File: src/tap_consts.svh
// constants for the boundary-scan shift path
`ifndef TAP_CONSTS_SVH
`define TAP_CONSTS_SVH
`define IR_W       8
`define IR_CAPTURE 8'h81
`define IR_RESET   8'h7F
`define BND_W      18
`define DIR_BIT    17
`define OEN_BIT    16
`define IN_HI      15
`define IN_LO      8
`define OUT_HI     7
`define OUT_LO     0
`define OP_BND_A   7'h00
`define OP_SAMPLE  7'h02
`define OP_BND_B   7'h03
`define OP_HIGHZ   7'h06
`define OP_RDBN    7'h0A
`define OP_RDBT    7'h0B
`define OP_CELLT   7'h0C
`define BUF_FULL   2'h2
`define BUF_EMPTY  2'h0
`define BUF_ONE    2'h1
`define TLR_TMS_N  3'h5
`endif

File: src/tap_pkg.sv
// types shared by the scan path and its buffer
package tap_pkg;
   typedef enum logic [15:0] {
      TLR    = 16'h0001, RTI    = 16'h0002, SEL_DR = 16'h0004, CAP_DR = 16'h0008,
      SH_DR  = 16'h0010, EX1_DR = 16'h0020, PA_DR  = 16'h0040, EX2_DR = 16'h0080,
      UPD_DR = 16'h0100, SEL_IR = 16'h0200, CAP_IR = 16'h0400, SH_IR  = 16'h0800,
      EX1_IR = 16'h1000, PA_IR  = 16'h2000, EX2_IR = 16'h4000, UPD_IR = 16'h8000
   } tap_state_e;
   typedef logic [17:0] bnd_word_t;
endpackage : tap_pkg

File: src/tap_buf_if.sv
// valid/ready carrier for boundary update words
`timescale 1ns/1ps
`include "tap_consts.svh"
interface tap_buf_if;
   logic              valid;
   logic              ready;
   logic [`BND_W-1:0] data;
   modport src (output valid, output data, input ready);
   modport dst (input valid, input data, output ready);
endinterface : tap_buf_if

File: src/tap_buf.sv
// two-entry buffer for boundary update words
`timescale 1ns/1ps
`include "tap_consts.svh"
module tap_buf
   import tap_pkg::*;
(
   input  wire logic  clk_sys,
   input  wire logic  nrst,
   tap_buf_if.dst     fill,
   tap_buf_if.src     drain
);
   typedef struct packed {
      logic [1:0][`BND_W-1:0] mem;
      logic                   wp;
      logic                   rp;
      logic [1:0]             cnt;
   } buf_s;

   buf_s st;
   buf_s next_st;
   logic push;
   logic pop;

   // ======================================================
   // handshakes
   assign fill.ready  = (st.cnt != `BUF_FULL);
   assign drain.valid = (st.cnt != `BUF_EMPTY);
   assign drain.data  = st.mem[st.rp];
   assign push        = fill.valid & fill.ready;
   assign pop         = drain.valid & drain.ready;

   always_comb begin
      next_st = st;
      if (push) begin
         next_st.mem[st.wp] = fill.data;
         next_st.wp         = ~st.wp;
      end
      if (pop) begin
         next_st.rp = ~st.rp;
      end
      if (push & ~pop) begin
         next_st.cnt = st.cnt + `BUF_ONE;
      end else if (pop & ~push) begin
         next_st.cnt = st.cnt - `BUF_ONE;
      end
   end

   always_ff @(posedge clk_sys or negedge nrst) begin
      if (!nrst) begin
         st <= '0;
      end else begin
         st <= next_st;
      end
   end
endmodule : tap_buf

File: src/tap_scan.sv
// boundary-scan test port shift path for an octal transceiver
//
// How it works
// - entering data shift, first falling edge drives serial out from register lsb.
// - data shift moves one bit per rising edge, including the exiting edge.
// - first falling edge in first data exit turns serial out off.
// - data exits may return to shift; data pause holds contents.
// - boundary latches update on the falling edge in data update.
// - instruction capture loads 10000001 into the instruction shift stage.
// - instruction shift drives lsb from first falling edge, shifts each rising edge.
// - first falling edge in first instruction exit turns serial out off.
// - instruction exits may return to shift; instruction pause holds contents.
// - instruction latches load on the falling edge in instruction update.
// - registers have shift stage plus latch; bypass has only a shift stage.
// - top instruction bit ignored in decode; no parity check.
// - unsupported opcodes act as bypass.
// - power-up and controller reset set the instruction to 01111111.
// - boundary chain is 18 bits, serial in to bit 17 down to 0.
// - boundary chain untouched in reset state; idle changes only per instruction.
// - bit 17 direction, 16 output enable, 15..8 inputs, 7..0 outputs.
// - direction 0 ties inputs to port b, outputs to port a; 1 swaps.
// - in normal mode the direction cell follows the direction pin.
// - sample on rising test clock edges, change outputs on falling edges.
// - controller reaches reset within five edges with mode select high.
// - bypass bit captures zero in data capture.
`timescale 1ns/1ps
`include "tap_consts.svh"
module tap_scan
   import tap_pkg::*;
(
   input  wire logic              clk_sys,
   input  wire logic              nrst,
   input  wire logic              tck,
   input  wire logic              tms,
   input  wire logic              tdi,
   output logic                   tdo,
   output logic                   tdo_oe,
   input  wire logic              dir,
   input  wire logic              oe_n,
   input  wire logic [7:0]        port_a_pins_in,
   output logic      [7:0]        port_a_pins_out,
   output logic      [7:0]        port_a_pins_oe,
   input  wire logic [7:0]        port_b_pins_in,
   output logic      [7:0]        port_b_pins_out,
   output logic      [7:0]        port_b_pins_oe,
   output logic [`BND_W-1:0]      upd_data,
   output logic                   upd_valid,
   input  wire logic              upd_ready,
   output logic [`IR_W-1:0]       test_opcode_register
);
   typedef struct packed {
      logic              tck_s1, tck_s2, tck_d;
      logic              tms_s1, tms_s2, tdi_s1, tdi_s2;
      logic              dir_s1, dir_s2, oen_s1, oen_s2;
      logic [7:0]        a_s1, a_s2, b_s1, b_s2;
      tap_state_e        tap;
      logic [`IR_W-1:0]  ir_sh, ir;
      logic [`BND_W-1:0] bnd_sh, bnd;
      logic              byp;
      logic              tdo, tdo_oe, fall_wait;
      logic [7:0]        a_out, a_oe, b_out, b_oe;
   } scan_s;

   scan_s       st;
   scan_s       next_st;
   tap_buf_if   fill_if ();
   tap_buf_if   drain_if ();
   logic        rise;
   logic        fall;
   logic        fall_go;
   logic        bsel;
   logic        tmode;
   logic        dir_eff;
   logic        oen_eff;
   logic        need_push;

   // ======================================================
   // decode helpers
   // sixteen-state controller
   function automatic tap_state_e tap_next(input tap_state_e s, input logic m);
      unique case (s)
         TLR:    tap_next = m ? TLR    : RTI;
         RTI:    tap_next = m ? SEL_DR : RTI;
         SEL_DR: tap_next = m ? SEL_IR : CAP_DR;
         CAP_DR: tap_next = m ? EX1_DR : SH_DR;
         SH_DR:  tap_next = m ? EX1_DR : SH_DR;
         EX1_DR: tap_next = m ? UPD_DR : PA_DR;
         PA_DR:  tap_next = m ? EX2_DR : PA_DR;
         EX2_DR: tap_next = m ? UPD_DR : SH_DR;
         UPD_DR: tap_next = m ? SEL_DR : RTI;
         SEL_IR: tap_next = m ? TLR    : CAP_IR;
         CAP_IR: tap_next = m ? EX1_IR : SH_IR;
         SH_IR:  tap_next = m ? EX1_IR : SH_IR;
         EX1_IR: tap_next = m ? UPD_IR : PA_IR;
         PA_IR:  tap_next = m ? EX2_IR : PA_IR;
         EX2_IR: tap_next = m ? UPD_IR : SH_IR;
         UPD_IR: tap_next = m ? SEL_DR : RTI;
         default: tap_next = TLR;
      endcase
   endfunction : tap_next

   // anything not listed falls to bypass
   function automatic logic bnd_selected(input logic [`IR_W-1:0] op);
      unique case (op[6:0])
         `OP_BND_A, `OP_SAMPLE, `OP_BND_B, `OP_RDBN, `OP_RDBT, `OP_CELLT:
            bnd_selected = 1'b1;
         default: bnd_selected = 1'b0;
      endcase
   endfunction : bnd_selected

   function automatic logic test_mode(input logic [`IR_W-1:0] op);
      test_mode = (op[6:0] == `OP_BND_A) | (op[6:0] == `OP_BND_B) | (op[6:0] == `OP_RDBT);
   endfunction : test_mode

   // pin 1 sits at the high end of each cell group
   function automatic logic [7:0] rev8(input logic [7:0] v);
      for (int i = 0; i < 8; i++) begin
         rev8[7 - i] = v[i];
      end
   endfunction : rev8

   // ======================================================
   // edges of the sampled test clock
   assign rise      = st.tck_s2 & ~st.tck_d;
   assign fall      = ~st.tck_s2 & st.tck_d;
   assign bsel      = bnd_selected(st.ir);
   assign tmode     = test_mode(st.ir);
   assign dir_eff   = tmode ? st.bnd[`DIR_BIT] : st.dir_s2;
   assign oen_eff   = tmode ? st.bnd[`OEN_BIT] : st.oen_s2;
   assign need_push = (st.tap == UPD_DR) & bsel;
   // a stalled reader delays the latch update; a stall past the next rising edge drops it
   assign fall_go   = (fall | st.fall_wait) & ~(need_push & ~fill_if.ready);

   // ======================================================
   // next state
   always_comb begin
      next_st        = st;
      next_st.tck_s1 = tck;
      next_st.tck_s2 = st.tck_s1;
      next_st.tck_d  = st.tck_s2;
      next_st.tms_s1 = tms;
      next_st.tms_s2 = st.tms_s1;
      next_st.tdi_s1 = tdi;
      next_st.tdi_s2 = st.tdi_s1;
      next_st.dir_s1 = dir;
      next_st.dir_s2 = st.dir_s1;
      next_st.oen_s1 = oe_n;
      next_st.oen_s2 = st.oen_s1;
      next_st.a_s1   = port_a_pins_in;
      next_st.a_s2   = st.a_s1;
      next_st.b_s1   = port_b_pins_in;
      next_st.b_s2   = st.b_s1;

      if (rise) begin
         unique case (st.tap)
            CAP_DR: begin
               if (bsel) begin
                  next_st.bnd_sh = {st.dir_s2, st.oen_s2,
                                    rev8(dir_eff ? st.a_s2 : st.b_s2),
                                    rev8(dir_eff ? st.b_out : st.a_out)};
               end else begin
                  next_st.byp = 1'b0;
               end
            end
            // serial in enters at bit 17
            SH_DR: begin
               if (bsel) begin
                  next_st.bnd_sh = {st.tdi_s2, st.bnd_sh[`BND_W-1:1]};
               end else begin
                  next_st.byp = st.tdi_s2;
               end
            end
            CAP_IR: next_st.ir_sh = `IR_CAPTURE;
            SH_IR: next_st.ir_sh = {st.tdi_s2, st.ir_sh[`IR_W-1:1]};
            // pause and exits leave the stages alone
            // reset and idle never touch the chain
            default: ;
         endcase
         // mode select high walks to reset
         next_st.tap = tap_next(st.tap, st.tms_s2);
      end

      next_st.fall_wait = (fall | st.fall_wait) & ~fall_go;
      if (fall_go) begin
         next_st.tdo_oe = (st.tap == SH_DR) | (st.tap == SH_IR);
         next_st.tdo    = (st.tap == SH_IR) ? st.ir_sh[0] :
                          (bsel ? st.bnd_sh[0] : st.byp);
         if (st.tap == UPD_IR) begin
            next_st.ir = st.ir_sh;
         end
         // latches kept apart from shift stages
         if (need_push) begin
            next_st.bnd = st.bnd_sh;
         end
         if (st.tap == TLR) begin
            next_st.ir = `IR_RESET;
         end
      end

      next_st.a_oe  = (~oen_eff & ~dir_eff & (st.ir[6:0] != `OP_HIGHZ)) ? 8'hFF : 8'h00;
      next_st.b_oe  = (~oen_eff &  dir_eff & (st.ir[6:0] != `OP_HIGHZ)) ? 8'hFF : 8'h00;
      next_st.a_out = tmode ? rev8(st.bnd[`OUT_HI:`OUT_LO]) : st.b_s2;
      next_st.b_out = tmode ? rev8(st.bnd[`OUT_HI:`OUT_LO]) : st.a_s2;
   end

   always_ff @(posedge clk_sys or negedge nrst) begin
      if (!nrst) begin
         st        <= '0;
         st.tap    <= TLR;
         st.ir     <= `IR_RESET;
         st.ir_sh  <= `IR_RESET;
         st.tck_s1 <= 1'b1;
         st.tck_s2 <= 1'b1;
         st.tck_d  <= 1'b1;
      end else begin
         st <= next_st;
      end
   end

   // ======================================================
   // update word buffer
   assign fill_if.valid  = (fall | st.fall_wait) & need_push;
   assign fill_if.data   = st.bnd_sh;
   assign upd_data       = drain_if.data;
   assign upd_valid      = drain_if.valid;
   assign drain_if.ready = upd_ready;

   tap_buf u_buf (
      .clk_sys (clk_sys),
      .nrst    (nrst),
      .fill    (fill_if.dst),
      .drain   (drain_if.src)
   );

   assign tdo                  = st.tdo;
   assign tdo_oe               = st.tdo_oe;
   assign port_a_pins_out      = st.a_out;
   assign port_a_pins_oe       = st.a_oe;
   assign port_b_pins_out      = st.b_out;
   assign port_b_pins_oe       = st.b_oe;
   assign test_opcode_register = st.ir;

   logic [2:0] tms_run;
   always_ff @(posedge clk_sys or negedge nrst) begin
      if (!nrst) begin
         tms_run <= 3'h0;
      end else if (rise) begin
         tms_run <= !st.tms_s2 ? 3'h0 : (tms_run == `TLR_TMS_N) ? tms_run : tms_run + 3'h1;
      end
   end
endmodule : tap_scan

File: config.mk
export PLATFORM = sky130hd
export DESIGN_NAME = tap_scan
export DESIGN_NICKNAME = d
export VERILOG_FILES = /design/src/tap_pkg.sv /design/src/tap_buf_if.sv /design/src/tap_buf.sv /design/src/tap_scan.sv
export VERILOG_INCLUDE_DIRS = /design/src
export SDC_FILE = /design/constraint.sdc
export NUM_CORES = 1
export LEC_CHECK = 0
export BUFFER_PORTS_ARGS = -buffer_cell sky130_fd_sc_hd__buf_2
export CAP_MARGIN = 20
export CELL_PAD_IN_SITES_DETAIL_PLACEMENT = 0
export CELL_PAD_IN_SITES_GLOBAL_PLACEMENT = 2
export CORE_AREA = 2 2 143 131
export DETAILED_ROUTE_END_ITERATION = 10
export DIE_AREA = 0 0 145 133
export PLACE_DENSITY_LB_ADDON = 0.08
export SLEW_MARGIN = 0
export SYNTH_ARGS = -nofsm -noshare
export SYNTH_HDL_FRONTEND = slang
export SYNTH_HIERARCHICAL = 1
export SYNTH_SLANG_ARGS = --single-unit
export TNS_END_PERCENT = 1
File: constraint.sdc
create_clock -name clk_sys -period 3.9 [get_ports clk_sys]
set_input_delay 1.17 -clock clk_sys [delete_from_list [all_inputs] [get_ports clk_sys]]
set_output_delay 1.17 -clock clk_sys [all_outputs]
set_load 0.1 [all_outputs]
== Word level (Yosys, flattened, before mapping) ==
Index checks and enable logic that the tools add are counted.
Widths: inputs -> output; s select.

* Add/sub/neg operators: 2
* Muxes and demuxes: 40
* Shift operators: 0
* Eq/ne operators: 27
* Multipliers: 0
* Bitwise gates (word level): 30
* Reduce and logical (&&, ||, !) cells: 16
* Magnitude comparators: 3
* Div/mod/pow operators: 0

{| class="wikitable"
|+ Operators with widths
! cell !! count
|-
| $pmux 16 s12 || 1
|-
| $mux 18 || 5
|-
| $mux 8 || 9
|-
| $bwmux 36 || 1
|-
| $pmux 18 s2 || 1
|-
| $mux 16 || 2
|-
| $eq 7x4->1 const B || 3
|-
| $demux 18 s1 || 1
|-
| $mux 9 || 2
|-
| $eq 16x1->1 const B || 1
|-
| $eq 16x10->1 const B || 1
|-
| $eq 16x11->1 const B || 1
|-
| $eq 16x12->1 const B || 1
|-
| $eq 16x13->1 const B || 1
|-
| $eq 16x14->1 const B || 1
|-
| $eq 16x15->1 const B || 1
|-
| $eq 16x16->1 const B || 1
|-
| $eq 16x2->1 const B || 1
|-
| $eq 16x3->1 const B || 1
|-
| $eq 16x4->1 const B || 1
|-
| $eq 16x5->1 const B || 1
|-
| $eq 16x6->1 const B || 1
|-
| $eq 16x7->1 const B || 1
|-
| $eq 16x8->1 const B || 1
|-
| other kinds (29) || 78
|}

* Register bits: 187
* Word-level logic and storage cells: 151
* Bits in read-only memories: 0
* Input bits: 24
* Memories: 0
* Latch bits: 0
* Bits in writable memories: 0

== Depth between registers and ports, before layout ==
Gate-level depths: netlist (run 1).

* Depth after elaboration: 10
* Mapped depth: 9
* Depth with buffers taken out: 9

== By module ==
The synthesis (run 1) kept the hierarchy.

{| class="wikitable"
|+ By module, submodules not included
! module !! sequential area each (sq um) !! times used !! cells each !! area an instance (sq um)
|-
| tap_scan || 3150.5 || 1 || 509 || 5686.7
|-
| tap_buf || 1001.0 || 1 || 113 || 1868.0
|}

== Worst setup path before layout (run 1) ==
OpenSTA, ideal clock, no wires.

* Path kind: register to output
* Start point: register u_buf/st[2] (netlist name)
* End point: output upd_data[0]
* Arrival: 1297 ps
* Stages on the path, launching flop included: 4
* Setup slack: 1433 ps
* Cell sequence: dfrtp_1 buf_2 buf_2 mux2_2

* Longest elaborated chain between the ends: 2

{| class="wikitable"
|+ Ends and longest elaborated chain
! what !! RTL line !! text
|-
| from (decl) || tap_buf.sv:19 || <nowiki>buf_s st;</nowiki>
|-
| from (signal assigned) || tap_buf.sv:52 || <nowiki>st <= next_st;</nowiki>
|-
| $mux 18 (not written as such) (2 in a row) || tap_buf.sv:28 || <nowiki>assign drain.data = st.mem[st.rp];</nowiki>
|-
| to (decl) || tap_scan.sv:46 || <nowiki>output logic [`BND_W-1:0] upd_data,</nowiki>
|}

No other way between the ends. The select of a mux whose other input is x is not followed.

== Worst setup path after layout (run 1) ==
* Start point: register u_buf/st[2] (netlist name)
* End point: output upd_data[3]

Same word-level chain as after synthesis.

==> results of run 1 <==
==> registers in the layout, summed over array words and instances (netlist names) <==
register,cells
next_st,22
port_b_pins_out,8
tdo,1
test_opcode_register,8
u_buf/st,40
tdo_oe,1
port_a_pins_oe,1
fill_if.data,18
port_b_pins_oe,1
st,57
port_a_pins_out,8
==> worst min path at each step <==
stage,start,end,slack [ns],cells after the start
2_1_floorplan,next_st[104],st[104],0.33,0
3_3_place_gp,next_st[106],st[106],0.33,0
3_5_place_dp,next_st[125],st[125],0.34,0
4_1_cts,next_st[127],st[127],0.35,0
5_1_grt,next_st[127],st[127],0.36,0
6_report,next_st[136],st[136],0.35,0
==> cell usage in the layout, fill, tap and decap left out, types with 6 or more instances in the layout <==
cell / count
dfrtp_1: 147
buf_2: 83
nand2_1: 54
mux2_2: 52
nor2_1: 42
mux2_4: 30
o21ai_0: 24
nor2b_1: 20
dfstp_2: 18
clkbuf_16: 17
a221oi_1: 16
a21oi_1: 12
nor3_1: 11
nor4_1: 10
o31ai_1: 10
nand3_1: 9
o31ai_2: 8
xnor2_1: 6
==> through the flow <==
step	hold slack [ns]	worst slack, ns	power [uW]
after floorplan	0.331	1.43	3100
after global placement	0.332	1.00	3270
after detailed placement	0.336	0.995	3270
after CTS	0.352	0.608	4920
after global routing	0.356	0.548	5100
final	0.351	0.669	4860
==> per-layer routing <==
metal	GRT usage [%]	routed length (um)	vias up
li1	-	-	2241
met1	28.1	8550	2370
met2	24.4	6810	139
met3	4.31	936	19
met4	6.93	230	0
met5	0	0	-
==> cell families (layout without fill, tap and decap cells) <==
family                   count (synthesis)  in the layout  synth area share, %
multiplexers                            84             84                 14.0
XOR/XNOR                                10             10                 1.16
adder cells (fa/ha/maj)                  1              1                0.166
AO/OA/AOI/OAI                           93             93                 8.91
buffers and inverters                   81            127                 7.24
AND/OR/NAND/NOR                        188            188                 13.6
flip-flops                             165            165                 55.0
==> area by class of cell <==
class	count	area [sq um]	area share, %
clock inverter	15	155	1.85
sequential	165	4150	49.4
inverter	5	18.8	0.223
multi-input combinational	376	2860	34.1
tap	245	307	3.65
timing repair buffer	90	484	5.76
clock buffer	17	425	5.06
==> report_power, final <==
group	switching [uW]	total (uW)	internal (uW)
Sequential	166	2020	1850
Combinational	926	1210	286
Clock	777	1630	855
Total	1870	4860	3000
==> run metrics, run 1 <==
clock-pin slew on the worst setup and hold paths=0.07 ns; CP max FO=19; Synth top cells by count=dfrtp_1 (147), nand2_1 (54), mux2_2 (52); Sink Count=165; IO Port Bufs=84; cell area after synthesis=7550 sq um; CP delay by family, top=flip-flops; maxcap violations=0; Finished Core Util=46.9%; Tot GR Track Use=18.2%; final setup TNS=0 ns; Yosys warning total=6; grt ovf=0; Hold Crit Class=reg2reg; Syn Area/Cell=12.1 sq um; worst-margin pin slew=0.939 ns; crit path buf inv count=1; routability cong.=0.871; Detailed Place HPWL=11300 um; relative slew slack=36.9%; core area=17900 sq um; EDFF count, synth=0; CTS max path bufs=2; placed cell area=7820 sq um; fill cell count=1629; Worst Setup EP=upd_data[3]; Worst path depth=2; cell count after synthesis=622; Initial Util=42.1%; via count=4769; Fmax=310 MHz; Die Span X=145 um; Die ar.=19300 sq um; r2r startpoint=st[89]; syn_nets=647; DRC Markers=0; drt total wl=16500 um; ratio of cells with drive above 1 in the final layout=37.0%; post-synth top area share=48.7%; DRT Pass-1 Iters=5; Die Ht=133 um; Iter 0 DRT Violations=310; Layout Cells excl Fill=913; initial antenna violation count=0; most instantiated library cell after synthesis=dfrtp_1; Tcrit/Tclk final=82.8%; Main synth FF type=dfrtp_1; cell taking the most area after synthesis=dfrtp_1; vias in the first global route=4811; Synth Register Bits=165; largest cells by area after synthesis=dfrtp_1 (49%), mux2_2 (7.8%), dfstp_2 (6.3%); Post-DRT Antenna Nets=0; FF-to-FF setup slack=0.99 ns; final worst clock skew=0.0107 ns; pin count of the biggest net entering global routing=68; crit-path cells=mux2_2 > buf_2; H-tree Lvls=4; Clk Latency, worst-skew pair=0.43 ns; placed insts=881; Arr. time, crit path=2.06 ns; CP startpoint=u_buf/st[2]; first-pass GRT wire length=27100 um; # resized after CTS=0; Final Hold Vio Count=0; Setup CP Type=reg2out; r2r worst-path depth=5; CP Launch Type=flip-flop; fin area=8400 sq um; area grow syn2layout=11.2%; # setup viols final=0; CTS tree=yes; Power per Cell Area=579 nW/um^2; Root Buffer=clkbuf_16; Top Ports=85; via/cell ratio=5.22; Ant. Diodes=0; Hold Buf Count CTS=0; row cnt=47; slowest CP cell=dfrtp_1; CTS buffer count=17; Lkg Pwr=0.00397 uW; status=finished clean; post-layout min period=3.23 ns; Async SR Flop Fraction=100%; IR drop worst, VDD=622 uV; crit-path max cell delay=0.89 ns; average routed wire per standard cell=18.1 um; Max Transition Viols Final=0; number of buffers added for setup after CTS=0; post-synthesis cell type count=59; end of the worst register-to-register path=st[37]; CP Capture Type=primary output; RSZ-0062 raised after global routing=false; Layout Nets=680; Critical Path RT=2.73 ns; Seq/Total Area, Yosys=55.0%
(Power assumes the default switching activity.)
==> run 2: changes to the inputs <==
--- a/config.mk
+++ b/config.mk
@@ -10,9 +10,9 @@
 export CAP_MARGIN = 20
 export CELL_PAD_IN_SITES_DETAIL_PLACEMENT = 0
 export CELL_PAD_IN_SITES_GLOBAL_PLACEMENT = 2
-export CORE_AREA = 2 2 143 131
+export CORE_AREA = 2 2 148 136
 export DETAILED_ROUTE_END_ITERATION = 10
-export DIE_AREA = 0 0 145 133
+export DIE_AREA = 0 0 150 138
 export PLACE_DENSITY_LB_ADDON = 0.08
 export SLEW_MARGIN = 0
 export SYNTH_ARGS = -nofsm -noshare
==> constraint.sdc (replaced) <==
create_clock -name clk_sys -period 3 [get_ports clk_sys]
set_input_delay 0.9 -clock clk_sys [delete_from_list [all_inputs] [get_ports clk_sys]]
set_output_delay 0.9 -clock clk_sys [all_outputs]
set_load 0.1 [all_outputs]
==> run metrics, run 2 (same netlist as run 1, synthesis figures left out) <==
Tcrit/Tclk final=89.1%; status=finished clean; Setup CP Type=reg2reg; H-tree Lvls=4 (unchanged); IO Port Bufs=84 (unchanged); # setup viols final=0 (unchanged); register area=4150 sq um (unchanged); via/cell ratio=5.09 (-2.5%); Hold WS=0.348 ns (-0.00273 ns); Root Buffer=clkbuf_16; DRT Pass-1 Iters=4 (-1); multi-input logic area=2860 sq um (-0.22%); drt total wl=17000 um (+3.1%); Iter 0 DRT Violations=241 (-22%); Tot GR Track Use=17.3% (-0.83 points); Critical Path RT=3.31 ns (+0.58 ns); core area=19400 sq um (+8.0%); RSZ-0062 raised after global routing=false; hold depth=0 (unchanged); initial antenna violation count=0 (unchanged); Layout Nets=701 (+3.1%); placed cell area=8010 sq um (+2.4%); CP Launch Type=flip-flop; largest register by flop count=st; most frequent cells in the layout=dfrtp_1 (147), buf_2 (83), nand2_1 (54); Clk Latency, worst-skew pair=0.43 ns (about the same); ratio of cells with drive above 1 in the final layout=38.8% (+1.8 points); fin area=8590 sq um (+2.2%); number of buffers added for setup after CTS=0 (unchanged); CP max FO=10 (-9); hold path startpoint=next_st[111]; clock-pin slew on the worst setup and hold paths=0.07 ns (about the same); Die Span X=150 um (+3.4%); first-pass GRT wire length=27800 um (+2.6%); CP Capture Type=flip-flop; Finished Core Util=44.3% (-2.5 points); Ant. Diodes=0 (unchanged); vias in the first global route=4774 (-0.77%); Lkg Pwr=0.00407 uW (+2.6%); via count=4806 (+0.78%); FF-to-FF setup slack=0.33 ns (-0.66 ns); end of the worst register-to-register path=st[39]; routability cong.=0.826 (-5.1%); r2r worst-path depth=7 (+2); row cnt=49 (+4.3%); Initial Util=39.0% (-3.1 points); placed insts=912 (+3.5%); Layout Cells excl Fill=944 (+3.4%); max reg flops=57 (unchanged); CTS buffer count=17 (unchanged); Max Transition Viols Final=0 (unchanged); grt ovf=0 (unchanged); average routed wire per standard cell=18.1 um (-0.24%); r2r startpoint=st[100]; Hold Buf Count CTS=0 (unchanged); post-layout min period=2.67 ns; pin count of the biggest net entering global routing=59 (-13%); CTS max path bufs=2 (unchanged); Post-DRT Antenna Nets=0 (unchanged); area grow syn2layout=13.7%; commonest non-fill, non-tap cell in the layout=dfrtp_1; Top Ports=85 (unchanged); Die Ht=138 um (+3.8%); DRC Markers=0 (unchanged); Detailed Place HPWL=11800 um (+4.7%); final setup TNS=0 ns (unchanged); maxcap violations=0 (unchanged); # resized after CTS=0 (unchanged); Die ar.=20700 sq um (+7.3%); Arr. time, crit path=2.98 ns (+0.92 ns); Power per Cell Area=746 nW/um^2 (+29%); Hold Crit Class=reg2reg; CTS tree=yes; fill cell count=1825 (+12%); Final Hold Vio Count=0 (unchanged); Worst Hold End=st[111]; final worst clock skew=0.0118 ns (+0.00110 ns); IR drop worst, VDD=948 uV (+52%); relative slew slack=50.9% (+14 points); Sink Count=165 (unchanged); Fmax=374 MHz; worst-margin pin slew=0.730 ns (-0.209 ns)
[run 2: how the worst max path moves through the flow]
| stage | cells past startpoint | end | slack, ns | start |
|---|---|---|---|---|
| after global placement | 7 | st[42] | 0.42 | st[100] |
| after detailed placement | 7 | st[43] | 0.34 | st[100] |
| after floorplan | 6 | st[36] | 0.58 | test_opcode_register[1] |
| final | 7 | st[39] | 0.33 | st[100] |
| after global routing | 7 | st[52] | 0.22 | st[100] |
| after CTS | 7 | st[52] | 0.33 | st[100] |
[run 2: where the power goes]
part	internal (uW)	switching, uW
clock network	1190	961
logic	429	1250
registers	2410	166
[run 2: final cells by class]
| cell class | count | area share (%) |
|---|---|---|
| Timing Repair Buffer | 111 | 7.76 |
| Inverter | 5 | 0.218 |
| Tap cell | 255 | 3.71 |
| Sequential cell | 165 | 48.3 |
| Clock inverter | 14 | 1.62 |
| Multi-Input combinational cell | 376 | 33.3 |
| Clock buffer | 18 | 5.11 |
[run 2: through the flow]
step,worst slack [ns],total power [uW]
after CTS,0.326,6480
after global routing,0.224,6710
after global placement,0.416,4310
after floorplan,0.582,4030
final,0.328,6410
after detailed placement,0.345,4310
[run 2: critical path, stage by stage (launching register included)]
cell and delay [ns]:
dfrtp_1 0.46, nor4_1 0.40, buf_4 0.18, nand3_1 0.15
or3_1 0.37, or4b_1 0.47, buf_4 0.21, mux2_4 0.31
[run 2: routing by layer]
metal	wire, um	GRT usage (%)
met5	0	0
met4	116	3.72
met3	807	4.46
met2	6980	23.3
met1	9140	27.9
